==> src/core/lrc_map.svh <==
// Register offsets, field positions, reset values and timing counts of the loop control bank.
`ifndef LRC_MAP_SVH
`define LRC_MAP_SVH

`define LRC_ADDR_LOOP_CTRL 8'h1F
`define LRC_ADDR_OL_PERIOD 8'h20
`define LRC_ADDR_VBAT      8'h21
`define LRC_ADDR_RES       8'h22

`define LRC_RST_LOOP_CTRL  8'h80
`define LRC_RST_OL_PERIOD  8'h00
`define LRC_RST_VBAT       8'h00
`define LRC_RST_RES        8'h00

`define LRC_RETRY_MSB      7
`define LRC_RETRY_LSB      6
`define LRC_AUTO_FB_BIT    5
`define LRC_INTERVAL_BIT   4
`define LRC_BLANK_MSB      3
`define LRC_BLANK_LSB      2
`define LRC_IDISS_MSB      1
`define LRC_IDISS_LSB      0
`define LRC_RETRY_BASE     3

`define LRC_CLK_NS         20
`define LRC_TICK_NS        98460
`define LRC_TICK_CYCLES    ((`LRC_TICK_NS + `LRC_CLK_NS - 1) / `LRC_CLK_NS)
`define LRC_STEP_SLOW_US   5000
`define LRC_STEP_FAST_US   1000
`define LRC_STEP_SLOW_CYC  ((`LRC_STEP_SLOW_US * 1000) / `LRC_CLK_NS)
`define LRC_STEP_FAST_CYC  ((`LRC_STEP_FAST_US * 1000) / `LRC_CLK_NS)
`define LRC_PRESC_W        13
`define LRC_TMR_W          20
`define LRC_I2C_ADDR       7'h2C

`endif

==> src/core/lrc_pkg.sv <==
// Types shared by the loop control bank modules.
`include "lrc_map.svh"
package lrc_pkg;
  typedef enum logic [3:0] {
    I_IDLE, I_ADDR, I_AADDR, I_WPTR, I_AACK, I_WDATA, I_RDATA, I_RACK, I_RNEXT
  } lrc_i2c_e;

  typedef struct packed {
    lrc_i2c_e                st;
    logic [3:0]              bit_cnt;
    logic [7:0]              shift;
    logic [7:0]              ptr;
    logic                    rw;
    logic                    sda_oe;
    logic [7:0]              ctrl;
    logic [7:0]              olp;
    logic [7:0]              vbat;
    logic [7:0]              res;
    logic [1:0]              scl_sy;
    logic [1:0]              sda_sy;
    logic [1:0]              zc_sy;
    logic                    scl_d;
    logic                    sda_d;
    logic                    zc_d;
    logic [`LRC_PRESC_W-1:0] presc;
    logic [7:0]              half_ticks;
    logic [7:0]              prev_half;
    logic                    phase;
    logic                    locked;
    logic                    fallback;
    logic [2:0]              miss;
  } lrc_state_s;

  typedef struct packed {
    logic [`LRC_TMR_W-1:0] cnt;
  } lrc_tmr_s;
endpackage : lrc_pkg

==> src/core/lrc_timer_if.sv <==
// Reload timer handshake between the bank and its period timers.
`timescale 1ns/100ps
`default_nettype none
`include "lrc_map.svh"
interface lrc_timer_if;
  logic                  load;
  logic [`LRC_TMR_W-1:0] load_val;
  logic                  expired;
  modport timer (input load, input load_val, output expired);
  modport user  (output load, output load_val, input expired);
endinterface : lrc_timer_if
`default_nettype wire

==> src/core/lrc_period_timer.sv <==
// Free running reload down counter used for drive half periods and playback steps.
`timescale 1ns/100ps
`default_nettype none
`include "lrc_map.svh"
module lrc_period_timer (
  input wire logic    core_clk,
  input wire logic    rst,
  lrc_timer_if.timer  tif
);
  import lrc_pkg::*;

  lrc_tmr_s r;
  lrc_tmr_s n;

  assign tif.expired = (r.cnt == '0) && !tif.load;

  always_comb begin
    n = r;
    if (tif.load || (r.cnt == '0)) begin
      n.cnt = tif.load_val;
    end else begin
      n.cnt = r.cnt - `LRC_TMR_W'(1);
    end
  end

  always_ff @(posedge core_clk or posedge rst) begin
    if (rst) begin
      r <= '0;
    end else begin
      r <= n;
    end
  end
endmodule : lrc_period_timer
`default_nettype wire

==> src/core/lrc_loop_ctrl.sv <==
// Loop control and monitor register bank with I2C access and resonant drive sequencing.
// ---------------------------------------------------------------
// Overview of operation
// ---------------------------------------------------------------
// Overview of operation
// Retry field bits 7:6 give 3 to 6 sync attempts; reset code 2.
// Bit 5 set allows automatic fallback to open loop; clear never does.
// Bit 4 picks playback step: 0 is 5 ms, 1 is 1 ms.
// Bits 3:2 are upper blanking window bits, joined with external lower bits.
// Bits 1:0 are upper dissipation window bits, joined with external lower bits.
// Open loop drive period is register value times 98.46 us.
// Supply reading is an 8-bit code, volts equal code times 5.6/255.
// Supply reading updates only while a waveform is actively driven; the code also takes host I2C writes to it at any time.
// During drive, resonance period reported in 98.46 us units.
// Drive locks to resonance within half a cycle after starting.
// Back-EMF watched continuously; drive retimed every cycle to follow resonance.
// Resonance tracking needs no calibration and ignores level calibration.
// Open loop frequency in all playback modes comes from the period register.
// Loop mode bit: 0 auto-resonance, 1 open loop; not in analog mode.
// Readings hold their last value until the next drive measurement; the code also lets host I2C writes replace them.
`timescale 1ns/100ps
`default_nettype none
`include "lrc_map.svh"
module lrc_loop_ctrl #(
  parameter logic [6:0] DEV_ADDR         = `LRC_I2C_ADDR,
  parameter int         TICK_CYCLES      = `LRC_TICK_CYCLES,
  parameter int         STEP_SLOW_CYCLES = `LRC_STEP_SLOW_CYC,
  parameter int         STEP_FAST_CYCLES = `LRC_STEP_FAST_CYC
) (
  input  wire logic       core_clk,
  input  wire logic       rst,
  input  wire logic       i2c_scl,
  input  wire logic       i2c_sda_in,
  output logic            i2c_sda_out,
  output logic            i2c_sda_oe,
  input  wire logic       drive_active,
  input  wire logic       lra_mode,
  input  wire logic       loop_mode_open,
  input  wire logic       analog_mode,
  input  wire logic       bemf_zc,
  input  wire logic [7:0] vbat_code,
  input  wire logic       vbat_valid,
  input  wire logic [1:0] blank_lo,
  input  wire logic [1:0] idiss_lo,
  output logic      [3:0] sense_blank_window,
  output logic      [3:0] current_dissipate_window,
  output logic            drive_phase,
  output logic            open_loop_active,
  output logic            res_locked,
  output logic            playback_step
);
  import lrc_pkg::*;

  lrc_state_s            r;
  lrc_state_s            n;
  lrc_timer_if           drv_tif ();
  lrc_timer_if           step_tif ();
  logic                  scl_s;
  logic                  sda_s;
  logic                  scl_rise;
  logic                  scl_fall;
  logic                  i2c_start;
  logic                  i2c_stop;
  logic                  zc_evt;
  logic                  wr_en;
  logic [7:0]            rd_data;
  logic [2:0]            attempts;
  logic                  auto_en;
  logic [19:0]           half_prod;
  logic [8:0]            per_sum;
  logic [7:0]            per_sat;

  // ---------------------------------------------------------------
  // Pin edges and decoded fields.
  // ---------------------------------------------------------------
  assign scl_s     = r.scl_sy[1];
  assign sda_s     = r.sda_sy[1];
  assign scl_rise  = scl_s && !r.scl_d;
  assign scl_fall  = !scl_s && r.scl_d;
  assign i2c_start = scl_s && r.scl_d && r.sda_d && !sda_s;
  assign i2c_stop  = scl_s && r.scl_d && !r.sda_d && sda_s;
  assign zc_evt    = r.zc_sy[1] && !r.zc_d;
  assign auto_en   = r.ctrl[`LRC_AUTO_FB_BIT];
  assign attempts  = 3'(`LRC_RETRY_BASE) + {1'b0, r.ctrl[`LRC_RETRY_MSB:`LRC_RETRY_LSB]};
  assign half_prod = 20'(({12'h000, r.olp} * TICK_CYCLES) >> 1);
  assign per_sum   = {1'b0, r.prev_half} + {1'b0, r.half_ticks};
  assign per_sat   = per_sum[8] ? 8'hFF : per_sum[7:0];

  assign rd_data = (r.ptr == `LRC_ADDR_LOOP_CTRL) ? r.ctrl :
                   (r.ptr == `LRC_ADDR_OL_PERIOD) ? r.olp  :
                   (r.ptr == `LRC_ADDR_VBAT)      ? r.vbat :
                   (r.ptr == `LRC_ADDR_RES)       ? r.res  : 8'h00;

  // ---------------------------------------------------------------
  // Drive half period and playback step timers.
  // ---------------------------------------------------------------
  assign drv_tif.load     = !drive_active || (zc_evt && !open_loop_active);
  assign drv_tif.load_val = (half_prod == 20'h0_0000) ? 20'h0_0000 : half_prod - 20'h0_0001;
  assign step_tif.load    = !drive_active;
  assign step_tif.load_val = r.ctrl[`LRC_INTERVAL_BIT] ?
                             20'(STEP_FAST_CYCLES - 1) : 20'(STEP_SLOW_CYCLES - 1);

  lrc_period_timer u_drv_tmr (
    .core_clk (core_clk),
    .rst      (rst),
    .tif      (drv_tif)
  );

  lrc_period_timer u_step_tmr (
    .core_clk (core_clk),
    .rst      (rst),
    .tif      (step_tif)
  );

  // ---------------------------------------------------------------
  // Outputs.
  // ---------------------------------------------------------------
  assign i2c_sda_out   = 1'b0;
  assign i2c_sda_oe    = r.sda_oe;
  assign sense_blank_window =
    {r.ctrl[`LRC_BLANK_MSB:`LRC_BLANK_LSB], blank_lo};
  assign current_dissipate_window =
    {r.ctrl[`LRC_IDISS_MSB:`LRC_IDISS_LSB], idiss_lo};
  assign open_loop_active = drive_active && lra_mode && !analog_mode &&
                            (loop_mode_open || r.fallback);
  assign drive_phase   = r.phase;
  assign res_locked    = r.locked;
  assign playback_step = step_tif.expired && drive_active;

  // ---------------------------------------------------------------
  // Next state.
  // ---------------------------------------------------------------
  always_comb begin
    n = r;
    wr_en = 1'b0;
    n.scl_sy = {r.scl_sy[0], i2c_scl};
    n.sda_sy = {r.sda_sy[0], i2c_sda_in};
    n.zc_sy  = {r.zc_sy[0], bemf_zc};
    n.scl_d  = r.scl_sy[1];
    n.sda_d  = r.sda_sy[1];
    n.zc_d   = r.zc_sy[1];
    if (i2c_start) begin
      n.st = I_ADDR;
      n.bit_cnt = 4'h0;
      n.sda_oe = 1'b0;
    end else if (i2c_stop) begin
      n.st = I_IDLE;
      n.sda_oe = 1'b0;
    end else if (scl_rise) begin
      case (r.st)
        I_ADDR, I_WPTR, I_WDATA: begin
          n.shift = {r.shift[6:0], sda_s};
          n.bit_cnt = r.bit_cnt + 4'h1;
        end
        I_RACK:  n.st = sda_s ? I_IDLE : I_RNEXT;
        default: ;
      endcase
    end else if (scl_fall) begin
      case (r.st)
        I_ADDR: if (r.bit_cnt == 4'h8) begin
          if (r.shift[7:1] == DEV_ADDR) begin
            n.st = I_AADDR;
            n.rw = r.shift[0];
            n.sda_oe = 1'b1;
          end else begin
            n.st = I_IDLE;
          end
        end
        I_WPTR: if (r.bit_cnt == 4'h8) begin
          n.ptr = r.shift;
          n.st = I_AACK;
          n.sda_oe = 1'b1;
        end
        I_WDATA: if (r.bit_cnt == 4'h8) begin
          wr_en = 1'b1;
          n.ptr = r.ptr + 8'h01;
          n.st = I_AACK;
          n.sda_oe = 1'b1;
        end
        I_AADDR, I_RNEXT: begin
          n.bit_cnt = 4'h0;
          if (r.rw) begin
            n.shift = rd_data;
            n.sda_oe = !rd_data[7];
            n.ptr = r.ptr + 8'h01;
            n.st = I_RDATA;
          end else begin
            n.sda_oe = 1'b0;
            n.st = I_WPTR;
          end
        end
        I_AACK: begin
          n.bit_cnt = 4'h0;
          n.sda_oe = 1'b0;
          n.st = I_WDATA;
        end
        I_RDATA: if (r.bit_cnt == 4'h7) begin
          n.sda_oe = 1'b0;
          n.st = I_RACK;
        end else begin
          n.shift = {r.shift[6:0], 1'b0};
          n.sda_oe = !r.shift[6];
          n.bit_cnt = r.bit_cnt + 4'h1;
        end
        default: ;
      endcase
    end
    if (wr_en) begin
      if (r.ptr == `LRC_ADDR_LOOP_CTRL) n.ctrl = r.shift;
      if (r.ptr == `LRC_ADDR_OL_PERIOD) n.olp  = r.shift;
      if (r.ptr == `LRC_ADDR_VBAT)      n.vbat = r.shift;
      if (r.ptr == `LRC_ADDR_RES)       n.res  = r.shift;
    end
    // Tracking uses only back-EMF timing, never calibration results.
    if (!drive_active) begin
      n.presc = '0;
      n.half_ticks = 8'h00;
      n.prev_half = 8'h00;
      n.phase = 1'b0;
      n.locked = 1'b0;
      n.fallback = 1'b0;
      n.miss = 3'h0;
    end else begin
      if (r.presc == `LRC_PRESC_W'(TICK_CYCLES - 1)) begin
        n.presc = '0;
        if (r.half_ticks != 8'hFF) n.half_ticks = r.half_ticks + 8'h01;
      end else begin
        n.presc = r.presc + `LRC_PRESC_W'(1);
      end
      if (zc_evt) begin
        n.res = per_sat;
        n.prev_half = r.half_ticks;
        n.half_ticks = 8'h00;
        n.locked = 1'b1;
        n.miss = 3'h0;
        if (!open_loop_active) n.phase = !r.phase;
      end else if (drv_tif.expired) begin
        n.phase = !r.phase;
        if (auto_en && lra_mode && !open_loop_active) begin
          n.miss = r.miss + 3'h1;
          if ((r.miss + 3'h1) >= attempts) n.fallback = 1'b1;
        end
      end
    end
    if (drive_active && vbat_valid) n.vbat = vbat_code;
  end

  always_ff @(posedge core_clk or posedge rst) begin
    if (rst) begin
      r <= '0;
      r.ctrl <= `LRC_RST_LOOP_CTRL;
      r.olp  <= `LRC_RST_OL_PERIOD;
      r.vbat <= `LRC_RST_VBAT;
      r.res  <= `LRC_RST_RES;
      r.st   <= I_IDLE;
      r.scl_sy <= 2'h3;
      r.sda_sy <= 2'h3;
      r.scl_d <= 1'b1;
      r.sda_d <= 1'b1;
    end else begin
      r <= n;
    end
  end
endmodule : lrc_loop_ctrl
`default_nettype wire

==> config.mk <==
export PLATFORM = sky130hd
export DESIGN_NAME = lrc_loop_ctrl
export DESIGN_NICKNAME = d
export VERILOG_FILES = /design/src/core/lrc_pkg.sv /design/src/core/lrc_timer_if.sv /design/src/core/lrc_period_timer.sv /design/src/core/lrc_loop_ctrl.sv
export VERILOG_INCLUDE_DIRS = /design/src /design/src/core
export SDC_FILE = /design/constraint.sdc
export NUM_CORES = 1
export LEC_CHECK = 0
export BUFFER_PORTS_ARGS = -buffer_cell sky130_fd_sc_hd__buf_2
export CORE_MARGIN = 10
export CORE_UTILIZATION = 59
export CTS_BUF_LIST = sky130_fd_sc_hd__clkbuf_2
export DETAILED_ROUTE_END_ITERATION = 10
export PLACE_DENSITY = 0.85
export SYNTH_ARGS = -nofsm -noshare
export SYNTH_HDL_FRONTEND = slang
export SYNTH_HIERARCHICAL = 1
export SYNTH_SLANG_ARGS = --single-unit
==> constraint.sdc <==
create_clock -name core_clk -period 5.2 [get_ports core_clk]
set_input_delay 0.26 -clock core_clk [delete_from_list [all_inputs] [get_ports core_clk]]
set_output_delay 0.26 -clock core_clk [all_outputs]
set_load 0.02 [all_outputs]
* Yosys cells after proc, flatten, opt, wreduce, memory -nomap -nowiden *
Cells that the tools add are included.

word-level totals
  word-level logic and storage cells = 228
  bits in registers = 142
  bits of input ports = 22
  bits in read-only memories = 0
  latch bits = 0
  memory bits (writable) = 0
  output and inout port bits = 14
  memories kept = 0

operators by class
  $mul = 1
  add/sub/neg operators = 10
  reductions and logical operators = 65
  bitwise operators = 3
  magnitude comparators = 1
  muxes and demuxes = 77
  div/mod/pow operators = 0
  equality and inequality tests = 46
  shifts and indexed selects = 0

operators by type and width
  cell                   number
  $mux 16                8
  $mux 8                 15
  $logic_not 20->1       3
  $mux 20                3
  $sub 20x1->20 const B  3
  $mux 12                4
  $mux 35                1
  $mux 4                 8
  $mux 26                1
  $eq 8x6->1 const B     3
  $pmux 8 s3             1
  $mul 8x13->21 const B  1
  $mux 21                1
  $eq 4x3->1 const B     5
  $ne 5x5->1 const B     4
  $pmux 4 s5             1
  $logic_and 1x1->1      18
  $mux 1                 18
  $mux 18                1
  $ne 3x1->1 const B     6
  $ne 6x6->1 const B     3
  $add 8x1->8 const B    2
  $mux 2                 8
  $pmux 8 s2             1
  40 further kinds       84

* Logic depth before layout (Yosys ltp) *
  depth in word-level cells = 15
  depth in mapped cells = 21
  gate-level depth less buffers = 19

* Cells and area by module *
The synthesis kept the hierarchy.

by module, submodules not included
  module            times used  cells an instance  area each (um2)  seq. area each (um2)
  lrc_loop_ctrl     1           909                8,166.6          2,561.2
  lrc_period_timer  2           120                1,298.7          500.5

* Worst setup path after synthesis *
OpenSTA, ideal clock, no wires.

  path kind = register -> register
  start point = reg r[62] (netlist name)
  end point = reg u_drv_tmr/r[14] in the netlist's numbering
  arrival time = 5,651 ps
  buffers on the path = 1
  data required time = 5,075 ps
  clock period less this slack = 5,776 ps
  path slack = -576 ps
  setup time = 125 ps
  cell stages (with the launch flop) = 20
  cells stage by stage = dfrtp_1 fa_1 inv_1 fa_1 inv_1 fa_1 inv_1 fa_1 inv_1 ha_1 a21oi_1 o21ai_0 or3_1 a222oi_1 o2111ai_1 or3b_2 nor4_4 buf_6 nor2_1 mux2_4

RTL lines
  what                  line                    source
  to (signal assigned)  lrc_period_timer.sv:30  r <= n;
  to (decl)             lrc_period_timer.sv:12  lrc_tmr_s r;

==> metrics.csv <==
metric,value,unit
number of flops mapped to enable cells by yosys,0,
VDD IR max,0.0003642,V
Routed Antenna Nets,0,
number of vias per cell after detailed routing,5.969,
Critical Path Slowest Stage Cell,sky130_fd_sc_hd__or4_4,
number of top-level pins,36,
total routing usage reported by global routing,0.2031,
area share of the largest cell type after synthesis,0.3138,
count of endpoints failing hold in the final timing report,0,
worst-path cell chain,fa_1 -> inv_2 -> fa_1 -> inv_1 -> fa_1 -> inv_2 -> fa_1 -> inv_2 -> ha_4 -> o211a_1 -> o31a_1 -> o41a_1 -> a21oi_2 -> xnor2_2 -> or4_4 -> nor4_4 -> buf_4 -> clkbuf_16 -> nor2_2 -> mux2_2,
ranking of synthesized cells by instance count,"sky130_fd_sc_hd__dfrtp_1, sky130_fd_sc_hd__nor2_1, sky130_fd_sc_hd__ha_1, sky130_fd_sc_hd__nand2_1, sky130_fd_sc_hd__inv_1",
Tightest Hold Check Type,input port to async pin,
number of antenna violations at the first check in global routing,1,
run status,"finished, violations left",
area taken by flip-flops and latches,3566,sq um
Core Box Area,17960,sq um
register-to-register path setup slack,-260,ps
cell type with the largest total area after synthesis,sky130_fd_sc_hd__dfrtp_1,
proportion of synthesized flip-flops having asynchronous set or reset,1.000,
upper clock frequency limit,183.3,MHz
first-pass GRT wire length,41180,um
Routed WL per cell,16.60,um
count of fill cells added during filler insertion,1359,
worst rel slew slack,0.3156,
clock tree buffer depth,2,
Setup crit end kind,flip-flop,
arrival time at the worst endpoint,6120,ps
Leakage,5.862,nW
Multi-input gate area,6813,sq um
"Cell Area, Synth",10760,sq um
Detailed Routing Iterations Pass 1,6,
max-slew violation count,0,
Most used DFF post-synth,sky130_fd_sc_hd__dfrtp_1,
placed wire-length estimate,17400,um
post-route insts no fill,1469,
area grow syn2layout,11.25,%
slew at the pin closest to its max-slew limit,1027,ps
worst slack at placement,-172.9,ps
floorplan die height,155.1,um
Routed WL,24380,um
violations in the final reports,negative setup slack,
critical register-to-register path startpoint,r[62]$_DFFE_PP0P_,
worst setup path category,flip-flop to flip-flop,
die area,24050,sq um
post-synthesis cell type count,73,
clock transition time at the flip-flop clock pins of the worst setup and hold paths,260,ps
critical path launch point type,flip-flop,
FP Rows,49,
Bufs and invs on worst path,6,
horizontal extent of the die,155.1,um
largest net degree at the start of global routing,71,
capture point of the worst reg-to-reg path,u_drv_tmr/r[9]$_DFF_PP0_,
RSZ-0062 raised after global routing,yes,
sequential share of the synthesized area,0.3309,
post-layout minimum cycle time,5455,ps
number of synthesized register bits,142,
number of cells produced by synthesis,1149,
leading cell type by number of instances after synthesis,sky130_fd_sc_hd__dfrtp_1,
part of the cycle the worst path needs,1.049,
total power density per cell area,232.2,nW/um^2
cell class contributing the biggest share of worst-path delay,adder cells,
aggregate global routing overflow,0,
stages on the worst setup path,20,
CTS tree,done,
Area contributors post-synth,"sky130_fd_sc_hd__dfrtp_1, sky130_fd_sc_hd__ha_1, sky130_fd_sc_hd__fa_1",
data required time of the worst path,5860,ps
Initial Utilization,0.5992,
post-placement cell count,1412,
number of sinks on the clock net,142,
via count of the first global-routing pass,8745,
First DRT Iteration DRCs,786,
RD Place Congestion,0.9103,
master cell of the clock root buffer,sky130_fd_sc_hd__clkbuf_2,
final non-filler cell area,11980,sq um
"Power, Total",2.781,mW
count of buffers inserted at the top-level ports,26,
maximum single-stage delay on the critical path,570,ps
insertion delay of the later-clocked pin in the worst-skew pair,760,ps
number of buffers created by CTS,17,
worst-case reg-to-reg path depth,20,
area post-placement,11420,sq um
number of levels the H-tree was split into,4,
average footprint of a synthesized cell,9.368,sq um
share of cells above drive strength 1,0.1816,
CP Max Fanout,8,
sum of negative setup slack,-4210,ps
detailed-route via count,8768,
"Setup violations, final",20,
most frequent cell on the critical path,sky130_fd_sc_hd__fa_1,
DR DRC count,0,
post-route clock skew,41.25,ps
min setup slack post-route,-255.1,ps
Synth Warn #,6,
max-capacitance violation count,0,
# nets final,1360,
==> where the power goes <==
| group | switching [mW] | internal (mW) | total, mW |
|---|---|---|---|
| clock | 0.478 | 0.144 | 0.622 |
| sequential | 0.154 | 1.23 | 1.39 |
| combinational | 0.444 | 0.329 | 0.773 |
==> what timing repair did <==
action | 4_1_cts | 5_1_grt
cloned | 0 | 1
hold buffers | 15 | 0
buffers inserted | 3 | 5
pin swaps | 4 | 12
setup endpoints to repair | 20 | 20
hold endpoints to repair | 87 | 0
resized for setup | 7 | 21
==> worst register-to-register path: cells and delay by family, from the launching register on <==
kind / cells / cell delay, ps
AOI/OAI and AO/OA: 4 / 960
xor gates and xnor gates: 1 / 110
adders and majority gates: 5 / 2260
buffers and inverters: 6 / 530
DFF: 1 / 470
muxes: 1 / 250
and+or+nand+nor: 3 / 830
==> sequential cells by signal (all words and copies together), names as in the netlist <==
name	flops
auto_en	1
current_dissipate_window	2
drive_phase	1
i2c_sda_oe	1
n	6
r	88
res_locked	1
sense_blank_window	2
u_drv_tmr/r	20
u_step_tmr/r	20
==> through the flow <==
| stage | util | hold WS, ps |
|---|---|---|
| finish | 0.6666 | 70.05 |
| global route | 0.6666 | 50.60 |
| CTS | 0.6590 | 12.53 |
| detailed placement | 0.6356 | 337.2 |
| global placement | 0.6356 | 335.5 |
| floorplan | - | 223.8 |
==> logic make-up after synthesis <==
logic type               Yosys count  synth area share
AO/OA/AOI/OAI                    231            0.1452
XOR/XNOR                          69           0.05614
adder cells (fa/ha/maj)          112            0.1483
buffers and inverters            141           0.05510
flip-flops                       142            0.3309
multiplexers                      85           0.08776
other                              2         0.0006977
AND/OR/NAND/NOR                  367            0.1759
==> final cells by class <==
cell class,instances,share of cell area
tap,229,0.02393
antenna,1,0.0002090
clock inverter,15,0.01045
sequential,142,0.2978
clock buffer,17,0.007105
timing repair buffer,102,0.06478
inverter,85,0.02685
multi-input combinational,878,0.5689
==> how the worst max path moves through the flow <==
stage / start / endpoint
6_report: r[62]$_DFFE_PP0P_ / u_drv_tmr/r[9]$_DFF_PP0_
5_1_grt: r[62]$_DFFE_PP0P_ / u_drv_tmr/r[9]$_DFF_PP0_
4_1_cts: r[63]$_DFFE_PP0P_ / u_drv_tmr/r[4]$_DFF_PP0_
3_5_place_dp: r[63]$_DFFE_PP0P_ / u_drv_tmr/r[4]$_DFF_PP0_
3_3_place_gp: r[63]$_DFFE_PP0P_ / u_drv_tmr/r[11]$_DFF_PP0_
2_1_floorplan: r[62]$_DFFE_PP0P_ / u_drv_tmr/r[14]$_DFF_PP0_
==> layer usage <==
metal  GRT usage  vias up  part of all wire
li1            -     4210                 -
met1      0.2553     4294              0.44
met2      0.3483      220              0.50
met3     0.03502       44             0.041
met4     0.06163        0             0.020
met5           0        -                 0
==> cell usage in the layout, fill, tap and decap left out, types with 17 or more instances in the layout <==
| cell | n |
|---|---|
| sky130_fd_sc_hd__dfrtp_1 | 132 |
| sky130_fd_sc_hd__nor2_1 | 102 |
| sky130_fd_sc_hd__nand2_1 | 86 |
| sky130_fd_sc_hd__ha_1 | 84 |
| sky130_fd_sc_hd__inv_1 | 80 |
| sky130_fd_sc_hd__buf_4 | 57 |
| sky130_fd_sc_hd__o21ai_0 | 49 |
| sky130_fd_sc_hd__a21oi_1 | 43 |
| sky130_fd_sc_hd__mux2_2 | 39 |
| sky130_fd_sc_hd__xor2_1 | 36 |
| sky130_fd_sc_hd__mux2i_1 | 34 |
| sky130_fd_sc_hd__xnor2_1 | 30 |
| sky130_fd_sc_hd__nand3_1 | 26 |
| sky130_fd_sc_hd__fa_1 | 26 |
| sky130_fd_sc_hd__buf_2 | 26 |
| sky130_fd_sc_hd__nor3_1 | 23 |
| sky130_fd_sc_hd__nor4_1 | 18 |
| sky130_fd_sc_hd__clkbuf_2 | 17 |
(Power assumes the default switching activity.)
